File: src/eth_tx_map.svh
// Notes on behaviour
// RULE1: With idle deficit averaging on, gaps may shrink below 12 bytes, averaging 12.
// RULE2: Client data path is 64 bits with 8 lanes, or 32 bits with 4; the code has only the fixed 64-bit, 8-lane path.
// RULE3: Every client signal is sampled and driven on the one transmit clock.
// RULE4: Stream path is held in reset while its reset input is low.
// RULE5: Lane n is data bits 8n+7:8n; keep bit n flags lane n valid.
// RULE6: One user sideband bit lets the client flag an explicit underrun.
// RULE7: Eight-bit gap extension input sets the extra gap between packets.
// RULE8: Client raises valid with the first word and keep in one cycle.
// RULE9: Ready acknowledges the word presented now; it may drop to stall.
// RULE10: After valid and ready both high, client presents the next word.
// RULE11: While stalled, client holds data, keep and last unchanged.
// RULE12: Last marks the final word for one cycle; unflagged lanes are ignored.
// RULE13: After the last word, data and keep are invalid until valid returns.
// RULE14: Addresses and length/type travel in-band, first address byte in lane 0.
// RULE15: Source address follows the destination address directly.
// RULE16: Without in-band FCS, frames under 46 data bytes are padded.
// RULE17: With in-band FCS, short frames get pad after the client FCS.
// RULE18: Without in-band FCS, the 32-bit Ethernet CRC is computed and appended.
// RULE19: Preamble and start delimiter are inserted by the transmitter.
// RULE20: Next frame starts on a 4-byte boundary after the gap count.
// RULE21: Client sets all keep bits on every word but the last.
`ifndef ETH_TX_MAP_SVH
`define ETH_TX_MAP_SVH

`define DATA_W 64
`define KEEP_W 8
`define PAY_W 74
`define FIFO_DEPTH 8
`define CH_IDLE 8'h07
`define CH_START 8'hFB
`define CH_TERM 8'hFD
`define CH_ERR 8'hFE
`define PRE_BYTE 8'h55
`define SFD_BYTE 8'hD5
`define PRE_LAST 3'h6
`define MIN_IFG 10'h00C
`define IDLE_SAT 10'h3FF
`define CNT_SAT 11'h7FF
`define MIN_NO_FCS 11'h03C
`define MIN_WITH_FCS 11'h040
`define CRC_INIT 32'hFFFFFFFF
`define CRC_POLY 32'hEDB88320

`endif

File: src/eth_tx_pkg.sv
package eth_tx_pkg;

    typedef enum logic [2:0]
    {
        ST_IDLE = 3'b000,
        ST_PRE = 3'b001,
        ST_DATA = 3'b010,
        ST_PAD = 3'b011,
        ST_FCS = 3'b100,
        ST_TERM = 3'b101
    } tx_state_t;

endpackage : eth_tx_pkg

File: src/stream_if.sv
`timescale 1ns/1ps
interface stream_if #(parameter int W = 8);
    logic [W-1:0] payload;
    logic valid;
    logic ready;

    modport src (output payload, output valid, input ready);
    modport snk (input payload, input valid, output ready);
endinterface : stream_if

File: src/eth_mac_tx_stream_client.sv
`timescale 1ns/1ps
`include "eth_tx_map.svh"
module eth_mac_tx_stream_client
(
    input wire logic ref_clk,
    input wire logic nrst,
    input wire logic [`DATA_W-1:0] tx_axis_tdata,
    input wire logic [`KEEP_W-1:0] tx_axis_tkeep,
    input wire logic tx_axis_tvalid,
    input wire logic tx_axis_tuser,
    input wire logic tx_axis_tlast,
    output logic tx_axis_tready,
    input wire logic [7:0] tx_ifg_delay,
    input wire logic idle_deficit_averaging,
    input wire logic inband_fcs_en,
    input wire logic ifg_adjust_en,
    output logic [7:0] tx_byte,
    output logic tx_byte_ctrl,
    output logic [1:0] tx_lane
);
    // Byte-wide reflected CRC step
    function automatic logic [31:0] crc_step(
        input logic [31:0] crc,
        input logic [7:0] din
    );
        logic [31:0] c;
        c = crc ^ {24'h000000, din};
        for (int i = 0; i < 8; i++)
        begin
            c = c[0] ? ((c >> 1) ^ `CRC_POLY) : (c >> 1);
        end
        return c;
    endfunction : crc_step

    stream_if #(.W(`PAY_W)) client_s ();
    stream_if #(.W(`PAY_W)) eng_s ();

    eth_tx_pkg::tx_state_t state_reg;
    eth_tx_pkg::tx_state_t state_next;
    logic [2:0] lane_reg;
    logic [2:0] pre_idx_reg;
    logic [1:0] fcs_idx_reg;
    logic [1:0] pos_reg;
    logic [10:0] byte_cnt_reg;
    logic [9:0] idle_cnt_reg;
    logic [1:0] deficit_reg;
    logic [1:0] deficit_next;
    logic err_reg;
    logic [31:0] crc_reg;
    logic [7:0] byte_next;
    logic ctrl_next;

    logic [`DATA_W-1:0] w_data;
    logic [`KEEP_W-1:0] w_keep;
    logic w_last;
    logic w_user;
    logic [7:0] cur_byte;
    logic more_lanes;
    logic word_end;
    logic [10:0] min_len;
    logic [10:0] cnt_inc;
    logic [9:0] ifg_want;
    logic [9:0] ifg_target;
    logic [9:0] shortfall;
    logic [9:0] surplus;
    logic [9:0] credit;
    logic go;

    // RULE3: single clock domain
    // Client handshake enters the buffer directly on ref_clk
    // RULE5: lane packing
    assign client_s.payload = {tx_axis_tuser, tx_axis_tlast, tx_axis_tkeep, tx_axis_tdata};
    assign client_s.valid = tx_axis_tvalid;
    // RULE9: ready withheld when buffer full
    assign tx_axis_tready = client_s.ready;

    // Buffer decouples client bursts from the byte engine
    stream_fifo #(
        .WIDTH(`PAY_W),
        .DEPTH(`FIFO_DEPTH)
    ) u_fifo (
        .ref_clk(ref_clk),
        .nrst(nrst),
        .in_s(client_s),
        .out_s(eng_s)
    );

    // RULE2: fixed 64-bit, 8-lane path
    // Buffered word fields
    assign w_data = eng_s.payload[`DATA_W-1:0];
    assign w_keep = eng_s.payload[`DATA_W+`KEEP_W-1:`DATA_W];
    assign w_last = eng_s.payload[`PAY_W-2];
    assign w_user = eng_s.payload[`PAY_W-1];

    // RULE5: lane n is bits 8n+7:8n
    assign cur_byte = w_data[{lane_reg, 3'b000} +: 8];
    assign more_lanes = (lane_reg != 3'h7) && w_keep[lane_reg + 3'h1];
    // RULE12: lanes after the last flagged one ignored
    assign word_end = w_last ? !more_lanes : (lane_reg == 3'h7);
    // RULE13: word consumed only when fully sent
    assign eng_s.ready = (state_reg == eth_tx_pkg::ST_DATA) && eng_s.valid && word_end;

    // RULE16: pad floor without in-band FCS
    // RULE17: pad floor counts client FCS
    assign min_len = inband_fcs_en ? `MIN_WITH_FCS : `MIN_NO_FCS;
    assign cnt_inc = (byte_cnt_reg == `CNT_SAT) ? byte_cnt_reg : byte_cnt_reg + 11'h001;

    // RULE7: gap extension counts 4-byte columns
    assign ifg_want = ifg_adjust_en ? {tx_ifg_delay, 2'b00} : `MIN_IFG;
    assign ifg_target = (ifg_want < `MIN_IFG) ? `MIN_IFG : ifg_want;
    assign shortfall = ifg_target - idle_cnt_reg;
    assign surplus = idle_cnt_reg - ifg_target;
    assign credit = {8'h00, 2'h3 - deficit_reg};

    // Start decision and deficit bookkeeping
    always_comb
    begin
        go = 1'b0;
        deficit_next = deficit_reg;
        // RULE20: start only on a 4-byte boundary
        if ((state_reg == eth_tx_pkg::ST_IDLE) && eng_s.valid && (pos_reg == 2'h0))
        begin
            if (idle_cnt_reg >= ifg_target)
            begin
                go = 1'b1;
                // Extra idles repay earlier shortening
                if (surplus >= {8'h00, deficit_reg})
                    deficit_next = 2'h0;
                else
                    deficit_next = deficit_reg - surplus[1:0];
            end
            // RULE1: shorten only within remaining credit, 3 less the deficit
            else if (idle_deficit_averaging && (shortfall <= credit))
            begin
                go = 1'b1;
                deficit_next = deficit_reg + shortfall[1:0];
            end
        end
    end

    // Next state and next output byte
    always_comb
    begin
        state_next = state_reg;
        byte_next = `CH_IDLE;
        ctrl_next = 1'b1;
        case (state_reg)
            eth_tx_pkg::ST_IDLE:
            begin
                if (go)
                begin
                    // RULE19: start character opens the preamble
                    byte_next = `CH_START;
                    state_next = eth_tx_pkg::ST_PRE;
                end
            end
            eth_tx_pkg::ST_PRE:
            begin
                // RULE19: preamble then delimiter
                ctrl_next = 1'b0;
                byte_next = (pre_idx_reg == `PRE_LAST) ? `SFD_BYTE : `PRE_BYTE;
                if (pre_idx_reg == `PRE_LAST)
                    state_next = eth_tx_pkg::ST_DATA;
            end
            eth_tx_pkg::ST_DATA:
            begin
                if (!eng_s.valid)
                begin
                    // Buffer ran dry mid-frame: poison the byte
                    byte_next = `CH_ERR;
                end
                else
                begin
                    // RULE6: explicit underrun corrupts the frame
                    ctrl_next = err_reg || w_user;
                    byte_next = ctrl_next ? `CH_ERR : cur_byte;
                    if (word_end && w_last)
                    begin
                        if (cnt_inc < min_len)
                            state_next = eth_tx_pkg::ST_PAD;
                        else if (inband_fcs_en)
                            state_next = eth_tx_pkg::ST_TERM;
                        else
                            state_next = eth_tx_pkg::ST_FCS;
                    end
                end
            end
            eth_tx_pkg::ST_PAD:
            begin
                // RULE16: zero pad up to minimum
                ctrl_next = 1'b0;
                byte_next = 8'h00;
                if (cnt_inc >= min_len)
                    state_next = inband_fcs_en ? eth_tx_pkg::ST_TERM : eth_tx_pkg::ST_FCS;
            end
            eth_tx_pkg::ST_FCS:
            begin
                // RULE18: inverted CRC, low byte first
                ctrl_next = err_reg;
                byte_next = err_reg ? `CH_ERR : ~crc_reg[7:0];
                if (fcs_idx_reg == 2'h3)
                    state_next = eth_tx_pkg::ST_TERM;
            end
            eth_tx_pkg::ST_TERM:
            begin
                byte_next = `CH_TERM;
                state_next = eth_tx_pkg::ST_IDLE;
            end
            default:
            begin
                state_next = eth_tx_pkg::ST_IDLE;
            end
        endcase
    end

    // RULE4: state machine held in reset
    always_ff @(posedge ref_clk)
    begin
        if (!nrst)
            state_reg <= eth_tx_pkg::ST_IDLE;
        else
            state_reg <= state_next;
    end

    // Output byte is registered
    always_ff @(posedge ref_clk)
    begin
        if (!nrst)
        begin
            tx_byte <= `CH_IDLE;
            tx_byte_ctrl <= 1'b1;
        end
        else
        begin
            tx_byte <= byte_next;
            tx_byte_ctrl <= ctrl_next;
        end
    end

    // RULE20: byte position within the 4-byte column
    // Leads tx_lane by one, so lane 0 is never shown twice after reset
    always_ff @(posedge ref_clk)
    begin
        if (!nrst)
            pos_reg <= 2'h1;
        else
            pos_reg <= pos_reg + 2'h1;
    end
    // Column lane of the byte now on tx_byte
    always_ff @(posedge ref_clk)
    begin
        if (!nrst)
            tx_lane <= 2'h0;
        else
            tx_lane <= pos_reg;
    end

    // Lane walk inside the current buffered word
    always_ff @(posedge ref_clk)
    begin
        if (!nrst)
            lane_reg <= 3'h0;
        else if (state_reg != eth_tx_pkg::ST_DATA)
            lane_reg <= 3'h0;
        else if (eng_s.valid)
            lane_reg <= word_end ? 3'h0 : lane_reg + 3'h1;
    end

    // Preamble and FCS byte indices
    always_ff @(posedge ref_clk)
    begin
        if (!nrst)
        begin
            pre_idx_reg <= 3'h0;
            fcs_idx_reg <= 2'h0;
        end
        else
        begin
            pre_idx_reg <= (state_reg == eth_tx_pkg::ST_PRE) ? pre_idx_reg + 3'h1 : 3'h0;
            fcs_idx_reg <= (state_reg == eth_tx_pkg::ST_FCS) ? fcs_idx_reg + 2'h1 : 2'h0;
        end
    end

    // Frame byte count; saturates so long frames never wrap into padding
    always_ff @(posedge ref_clk)
    begin
        if (!nrst)
            byte_cnt_reg <= 11'h000;
        else if (state_reg == eth_tx_pkg::ST_PRE)
            byte_cnt_reg <= 11'h000;
        else if (state_reg == eth_tx_pkg::ST_PAD)
            byte_cnt_reg <= cnt_inc;
        else if ((state_reg == eth_tx_pkg::ST_DATA) && eng_s.valid)
            byte_cnt_reg <= cnt_inc;
    end

    // Underrun latch, cleared at the next frame start
    always_ff @(posedge ref_clk)
    begin
        if (!nrst)
            err_reg <= 1'b0;
        else if (state_reg == eth_tx_pkg::ST_PRE)
            err_reg <= 1'b0;
        else if (state_reg == eth_tx_pkg::ST_DATA)
            err_reg <= err_reg || !eng_s.valid || w_user;
    end

    // RULE18: CRC over addresses, type, data and pad
    always_ff @(posedge ref_clk)
    begin
        if (!nrst)
            crc_reg <= `CRC_INIT;
        else if (state_reg == eth_tx_pkg::ST_PRE)
            crc_reg <= `CRC_INIT;
        else if ((state_reg == eth_tx_pkg::ST_DATA) && eng_s.valid)
            crc_reg <= crc_step(crc_reg, cur_byte);
        else if (state_reg == eth_tx_pkg::ST_PAD)
            crc_reg <= crc_step(crc_reg, 8'h00);
        else if (state_reg == eth_tx_pkg::ST_FCS)
            crc_reg <= {8'h00, crc_reg[31:8]};
    end

    // Idle count since terminate; starts saturated so the first frame
    // after reset needs no gap
    always_ff @(posedge ref_clk)
    begin
        if (!nrst)
            idle_cnt_reg <= `IDLE_SAT;
        else if (state_reg == eth_tx_pkg::ST_TERM)
            idle_cnt_reg <= 10'h000;
        else if ((state_reg == eth_tx_pkg::ST_IDLE) && (idle_cnt_reg != `IDLE_SAT))
            idle_cnt_reg <= idle_cnt_reg + 10'h001;
    end

    // RULE1: running deficit keeps the mean gap at target
    always_ff @(posedge ref_clk)
    begin
        if (!nrst)
            deficit_reg <= 2'h0;
        else if (go)
            deficit_reg <= deficit_next;
    end
endmodule : eth_mac_tx_stream_client

File: src/stream_fifo.sv
`timescale 1ns/1ps
module stream_fifo #(
    parameter int WIDTH = 8,
    parameter int DEPTH = 8
)
(
    input wire logic ref_clk,
    input wire logic nrst,
    stream_if.snk in_s,
    stream_if.src out_s
);
    localparam int AW = $clog2(DEPTH);

    logic [WIDTH-1:0] mem_reg [DEPTH];
    logic [AW-1:0] wr_ptr_reg;
    logic [AW-1:0] rd_ptr_reg;
    logic [AW:0] count_reg;
    logic push;
    logic pop;

    // Full and empty straight from the occupancy count
    assign in_s.ready = (count_reg != DEPTH[AW:0]);
    assign out_s.valid = (count_reg != '0);
    assign out_s.payload = mem_reg[rd_ptr_reg];
    assign push = in_s.valid && in_s.ready;
    assign pop = out_s.valid && out_s.ready;

    // Storage is written only on an accepted word
    always_ff @(posedge ref_clk)
    begin
        if (push)
        begin
            mem_reg[wr_ptr_reg] <= in_s.payload;
        end
    end

    // Pointers wrap; depth is a power of two
    always_ff @(posedge ref_clk)
    begin
        if (!nrst)
        begin
            wr_ptr_reg <= '0;
            rd_ptr_reg <= '0;
            count_reg <= '0;
        end
        else
        begin
            if (push)
                wr_ptr_reg <= wr_ptr_reg + 1'b1;
            if (pop)
                rd_ptr_reg <= rd_ptr_reg + 1'b1;
            if (push && !pop)
                count_reg <= count_reg + 1'b1;
            else if (pop && !push)
                count_reg <= count_reg - 1'b1;
        end
    end
endmodule : stream_fifo

File: config.mk
export PLATFORM = sky130hd
export DESIGN_NAME = eth_mac_tx_stream_client
export DESIGN_NICKNAME = d
export VERILOG_FILES = /design/src/eth_tx_pkg.sv /design/src/stream_if.sv /design/src/eth_mac_tx_stream_client.sv /design/src/stream_fifo.sv
export VERILOG_INCLUDE_DIRS = /design/src /design/src/src
export SDC_FILE = /design/constraint.sdc
export NUM_CORES = 1
export LEC_CHECK = 0
export BUFFER_PORTS_ARGS = -buffer_cell sky130_fd_sc_hd__buf_4
export CAP_MARGIN = 20
export CORE_MARGIN = 2
export CORE_UTILIZATION = 56
export DETAILED_ROUTE_END_ITERATION = 8
export PLACE_DENSITY = 0.76
export SLEW_MARGIN = 20
export SYNTH_ARGS = -nofsm -noshare
export SYNTH_HDL_FRONTEND = slang
export SYNTH_SLANG_ARGS = --single-unit
export TNS_END_PERCENT = 50
File: constraint.sdc
create_clock -name ref_clk -period 10.4 [get_ports ref_clk]
set_input_delay 2.08 -clock ref_clk [delete_from_list [all_inputs] [get_ports ref_clk]]
set_output_delay 2.08 -clock ref_clk [all_outputs]
set_load 0.02 [all_outputs]
== Yosys cells after proc, flatten, opt, wreduce, memory -nomap -nowiden ==
Memory sizes are Yosys's and may differ from the RTL's. A register that Yosys moved wholly into a read port is not among the register bits.
Cells that the tools add are included.

* Bits in registers: 90
* RAM bits: 592
* Memories: 1

{| class="wikitable"
|+ Memories
! name !! depth !! width !! read ports !! clocked after Yosys merged registers in !! wr ports !! line !! RTL
|-
| u_fifo.mem_reg || 8 || 74 || 1 || 1 || 1 || stream_fifo.sv:14 || <nowiki>logic [WIDTH-1:0] mem_reg [DEPTH];</nowiki>
|}

* Add/subtract/negate cells: 15
* $lt $le $gt $ge: 7
* Equal/unequal tests: 19
* Shift-type cells: 1
* Muxes and demuxes: 60
* Bitwise logic cells: 19
* Reductions and logical operators: 34

{| class="wikitable"
|+ Operators by type and width
! kind !! number
|-
| 2-to-1 mux 32 bit || 19
|-
| NOT 13 -> 14 bit || 16
|-
| variable part select 64 x 7 -> 8 bit || 1
|-
| case mux 8 bit (6 select lines) || 1
|-
| 2-to-1 mux 10 bit || 4
|-
| 2-to-1 mux 8 bit || 5
|-
| 2-to-1 mux 11 bit || 3
|-
| XOR 32 x 8 -> 32 bit || 1
|-
| 2-to-1 mux 3 bit || 10
|-
| subtractor 10 bit || 2
|-
| case mux 3 bit (5 select lines) || 1
|-
| adder 3 x 1 -> 3 bit (second input constant) || 4
|-
| equality test 3 bit (second input constant) || 4
|-
| logical AND 1 bit || 12
|-
| != test 2 bit (second input constant) || 6
|-
| adder 11 x 1 -> 11 bit (second input constant) || 1
|-
| equality test 11 bit (second input constant) || 1
|-
| >= comparator 11 x 7 -> 1 bit || 1
|-
| < comparator 11 x 7 -> 1 bit || 1
|-
| adder 10 x 1 -> 10 bit (second input constant) || 1
|-
| >= comparator 10 bit || 1
|-
| >= comparator 10 x 2 -> 1 bit || 1
|-
| less-or-equal comparator 10 x 2 -> 1 bit || 1
|-
| < comparator 10 x 4 -> 1 bit (second input constant) || 1
|-
| other kinds (33) || 57
|}

== Logic depth before layout (Yosys ltp) ==
* Depth after elaboration: 19
* Depth in mapped cells: 18
* Gate-level depth less buffers: 17

== By module ==
Synthesis repeated with hierarchy kept, for this count alone.

* Cells, all modules: 1684
* Area, all modules: 29376.9 µm²

{| class="wikitable"
|+ Modules (own cells, without submodules)
! module !! instances !! cells an instance !! area each (µm²)
|-
| stream_fifo || 1 || 928 || 22868.2
|-
| eth_mac_tx_stream_client || 1 || 756 || 6508.7
|}

== Worst setup path after synthesis ==
OpenSTA, ideal clock, no wires.

* Path type: in2reg
* Start point: input tx_axis_tvalid
* End point: memory u_fifo.mem_reg[0][0] (netlist bit), enable pin
* Setup time: 688 ps
* Data arrival time: 9194 ps
* Path slack: 518 ps
* Stages on the path: 2
* Buffers on the path: 0
* Cells stage by stage: nand2_1 nor4_1

* Longest elaborated chain between the ends: 3

{| class="wikitable"
|+ RTL lines
! what !! line !! RTL
|-
| start, declared || eth_mac_tx_stream_client.sv:9 || <nowiki>input wire logic tx_axis_tvalid,</nowiki>
|-
| logical AND 1 bit || stream_fifo.sv:25 || <nowiki>assign push = in_s.valid && in_s.ready;</nowiki>
|-
| 2-to-1 mux 1 bit || stream_fifo.sv:31 || <nowiki>if (push)</nowiki>
|-
| 2-to-1 mux 1 bit (implied by the code) || stream_fifo.sv:33 || <nowiki>mem_reg[wr_ptr_reg] <= in_s.payload;</nowiki>
|-
| end, declared || stream_fifo.sv:14 ||
|}

No other way between the ends.

== Worst setup path in the final report ==
* Start point: input tx_ifg_delay[6]
* End point: register state_reg[0]

* Longest elaborated chain between the ends: 11
* Elaborated cells on any way between the ends: 12

{| class="wikitable"
|+ RTL lines
! what !! line !! RTL
|-
| start, declared || eth_mac_tx_stream_client.sv:13 || <nowiki>input wire logic [7:0] tx_ifg_delay,</nowiki>
|-
| 2-to-1 mux 10 bit (no line) (*) || - ||
|-
| < comparator 10 x 4 -> 1 bit (no line) || - ||
|-
| 2-to-1 mux 10 bit (*) || eth_mac_tx_stream_client.sv:110 || <nowiki>assign ifg_target = (ifg_want < `MIN_IFG) ? `MIN_IFG : ifg_want;</nowiki>
|-
| subtractor 10 bit || eth_mac_tx_stream_client.sv:111 || <nowiki>assign shortfall = ifg_target - idle_cnt_reg;</nowiki>
|-
| less-or-equal comparator 10 x 2 -> 1 bit || eth_mac_tx_stream_client.sv:133 || <nowiki>else if (idle_deficit_averaging && (shortfall <= credit))</nowiki>
|-
| logical AND 1 bit || eth_mac_tx_stream_client.sv:133 ||
|-
| 2-to-1 mux 1 bit || eth_mac_tx_stream_client.sv:133 ||
|-
| 2-to-1 mux 1 bit (*) || eth_mac_tx_stream_client.sv:123 || <nowiki>if (idle_cnt_reg >= ifg_target)</nowiki>
|-
| 2-to-1 mux 1 bit (*) || eth_mac_tx_stream_client.sv:121 || <nowiki>if ((state_reg == eth_tx_pkg::ST_IDLE) && eng_s.valid && (pos_reg == 2'h0))</nowiki>
|-
| != test 2 bit (no line) (*) || - ||
|-
| AND reduction 6 bit (no line) (*) || - ||
|-
| end signal, assigned || eth_mac_tx_stream_client.sv:220 || <nowiki>state_reg <= eth_tx_pkg::ST_IDLE;</nowiki>
|-
| end signal, assigned || eth_mac_tx_stream_client.sv:222 || <nowiki>state_reg <= state_next;</nowiki>
|-
| end, declared || eth_mac_tx_stream_client.sv:38 || <nowiki>eth_tx_pkg::tx_state_t state_reg;</nowiki>
|}

Mark *: on every way between the ends. The rest lies on a longest branch, timed or not.
A chain may end at the register's enable or synchronous reset.

==> flow_summary.json <==
{
  "avgViaCountPerCell": 6.24,
  "area_delta_synth_final_pct": 12.3,
  "core_sq_um": 51600,
  "start_util_pct": 57.0,
  "clockBufferDepth": 3,
  "cts_tree": "done",
  "finalCritPeriodShare_pct": 52.0,
  "vdd_drop_max_uv": 175,
  "grt_max_degree": 106,
  "largest_reg_flops": 592,
  "grt_pass1_vias": 16581,
  "rows": 83,
  "tightest_slew_ns": 1.16,
  "rsz0062_at_grt": "no",
  "post-route-drc-count": 0,
  "clk_pin_slew_ns": 0.06,
  "overflow": 0,
  "grt_use_total_pct": 24.4,
  "register_area_sq_um": 19700,
  "cts_hold_buf": 0,
  "synth_area_leader_cell": "edfxtp_1",
  "max_freq_mhz": 185,
  "clock-sinks": 685,
  "syn_area_sq_um": 29400,
  "hold_path.class": "flop to flop",
  "finalSetupViolations": 0,
  "cts_resized": 0,
  "synth_edf_count": 592,
  "ant_nets": 0,
  "power_density_nw_per_um2": 242,
  "fin_setup_tns_ns": 0,
  "nFillCells": 3451,
  "worstSkewPairLatency_ns": 0.61,
  "drtIter0Drc": 1653,
  "synth-main-ff-cell": "edfxtp_1",
  "pwr-share-seq_pct": 42.7,
  "power_frac_comb_pct": 26.5,
  "num_io_pins": 100,
  "status": "finished, final reports clean",
  "drive_gt1_share_pct": 20.9,
  "internal-power_uw": 5600,
  "slew_headroom_pct": 22.3,
  "worstPathMaxFanout": 5,
  "yosysSeqAreaShare_pct": 66.8,
  "critPathKind": "input port to flop",
  "syn_area_per_cell_sq_um": 16.6,
  "firstDrtPassIters": 7,
  "fin_crit_ns": 5.40,
  "ys_warn_count": 0,
  "dp_hpwl_um": 37900,
  "synth_seq_cells": 685,
  "die_w_um": 233,
  "syn-num-nets": 1902,
  "switching_share_pct": 29.9,
  "io_buffers": 99,
  "critPathRequiredTime_ns": 10.84,
  "wl_per_cell_um": 24.8,
  "cts_made_buffers": 70,
  "nNetsFinal": 2018,
  "p_sw_uw": 2390,
  "syn_inst": 1772,
  "p_leak_uw": 0.0109,
  "hold_violations": 0,
  "cts_root_buffer": "clkbuf_16",
  "htreeDepth": 3,
  "synth_top_cell_area_share_pct": 60.5,
  "multi_input_area_sq_um": 9120,
  "startpoint_type": "input port",
  "num_vias": 16371,
  "grt_pass1_wl_um": 99300,
  "cp-end-kind": "flop",
  "cap_violations": 0,
  "power_frac_clock_pct": 30.8,
  "worst_hold_slack_ns": 0.435,
  "gp_congestion": 0.863,
  "worstPathArrival_ns": 5.84,
  "die_h_um": 233,
  "postCtsSetupBuffers": 0,
  "die_area_sq_um": 54300,
  "wirelength_um": 65000,
  "ys_types": 84,
  "synthArstFlopShare_pct": 0,
  "synthTopCellsByArea": "edfxtp_1 60%, mux4_2 10%, dfxtp_1 6.3%",
  "drv_slew": 0,
  "antenna_found_initial": 5,
  "clock_skew_ns": 0.0220
}
## worst paths after layout
path	cells after the start	from	to	slack, ns
worst max-delay path	18	tx_ifg_delay[6]	state_reg[0]$_SDFFE_PN0P_	5.00
worst max register to register	14	flop	u_fifo.count_reg[3]$_SDFFE_PN0P_	5.08
worst min-delay path	1	fcs_idx_reg[0]$_SDFF_PN0_	fcs_idx_reg[0]$_SDFF_PN0_	0.43
worst min register to register	1	fcs_idx_reg[0]$_SDFF_PN0_	fcs_idx_reg[0]$_SDFF_PN0_	0.43
## final cells by class
cell class	instances	area share (%)
Tap cell	680	2.58
Clock inverter	39	1.13
Timing Repair Buffer	128	2.95
Inverter	43	0.489
Multi-Input combinational cell	960	27.6
Clock buffer	87	5.69
Antenna cell	2	0.0152
Sequential cell	685	59.5
## synthesized netlist by cell type (all sizes together) (8+ instances only)
cell type and n:
nor3 19, clkbuf 39, inv 43, a22o 10, edfxtp 592, a31oi 11, xor2 50, mux2i 48
a22oi 40, buf 45, nor2 82, mux4 138, ha 40, a211oi 8, nor2b 10, nand2b 16
or3 9, nand4 9, a21oi 73, nand2 87, nand3 22, and3 14, and2 8, o211ai 12
dfxtp 93, xnor2 89, o21ai 58, a221oi 14
## worst max-delay path: stages
cell       delay, ns
buf_4           0.11
or4_1           0.52
o31ai_1         0.26
or2_2           0.17
ha_1            0.13
inv_1           0.06
fa_1            0.42
a21o_1          0.18
a21o_1          0.20
a21oi_1         0.22
o21ba_2         0.19
o221ai_1        0.12
a21oi_1         0.34
nor2_1          0.09
a211oi_1        0.43
a2111oi_4       0.09
a21oi_1         0.17
a311oi_1        0.07
## stage by stage
stage	setup WS (ns)	total power [uW]	util, %	instance area [sq um]	instances
after floorplan	0.518	5070	-	29400	1772
after detailed placement	4.43	5560	59.6	30800	2496
after global placement	4.47	5500	59.6	30700	2496
after CTS	5.05	8020	63.9	33000	2622
final	5.00	7990	64.0	33000	2624
after global routing	4.62	8340	63.9	33000	2623
## power by group through the flow
| stage | logic, uW | registers [uW] | clock network, uW |
|---|---|---|---|
| finish | 2120 | 3410 | 2460 |
| global route | 2310 | 3430 | 2600 |
| CTS | 2110 | 3410 | 2500 |
| detailed placement | 2100 | 3460 | 0 |
| global placement | 2050 | 3440 | 0 |
| floorplan | 1660 | 3410 | 0 |
## logic make-up (layout without fill, tap and decap cells)
logic type	count (synthesis)	after routing	share of synthesized area [%]
AO/OA/AOI/OAI	286	286	6.78
adder cells (fa/ha/maj)	42	42	1.84
AND/OR/NAND/NOR	303	303	4.96
buffers and inverters	127	297	2.37
multiplexers	187	187	12.4
XOR/XNOR	142	142	4.86
other	0	2	0
flip-flops	685	685	66.8
## cell usage in the layout (no fill, tap or decap), types with 46 or more instances in the layout
cell type	instances
edfxtp_1	592
mux4_2	132
buf_4	127
dfxtp_1	90
nand2_1	87
nor2_1	79
xnor2_1	79
a21oi_1	72
clkbuf_16	71
o21ai_0	51
mux2i_1	46
xor2_1	46
## routing by layer
metal  share of wire [%]  global-route usage, %  vias to the layer above  wire [um]
met1                  40                   33.2                     8360      25900
met5               0.072                      0                        -         47
li1                    -                      -                     7220          -
met4                 2.6                   7.48                        8       1680
met3                 7.4                   4.94                      127       4800
met2                  50                   40.2                      656      32600
(Power assumes the default switching activity.)
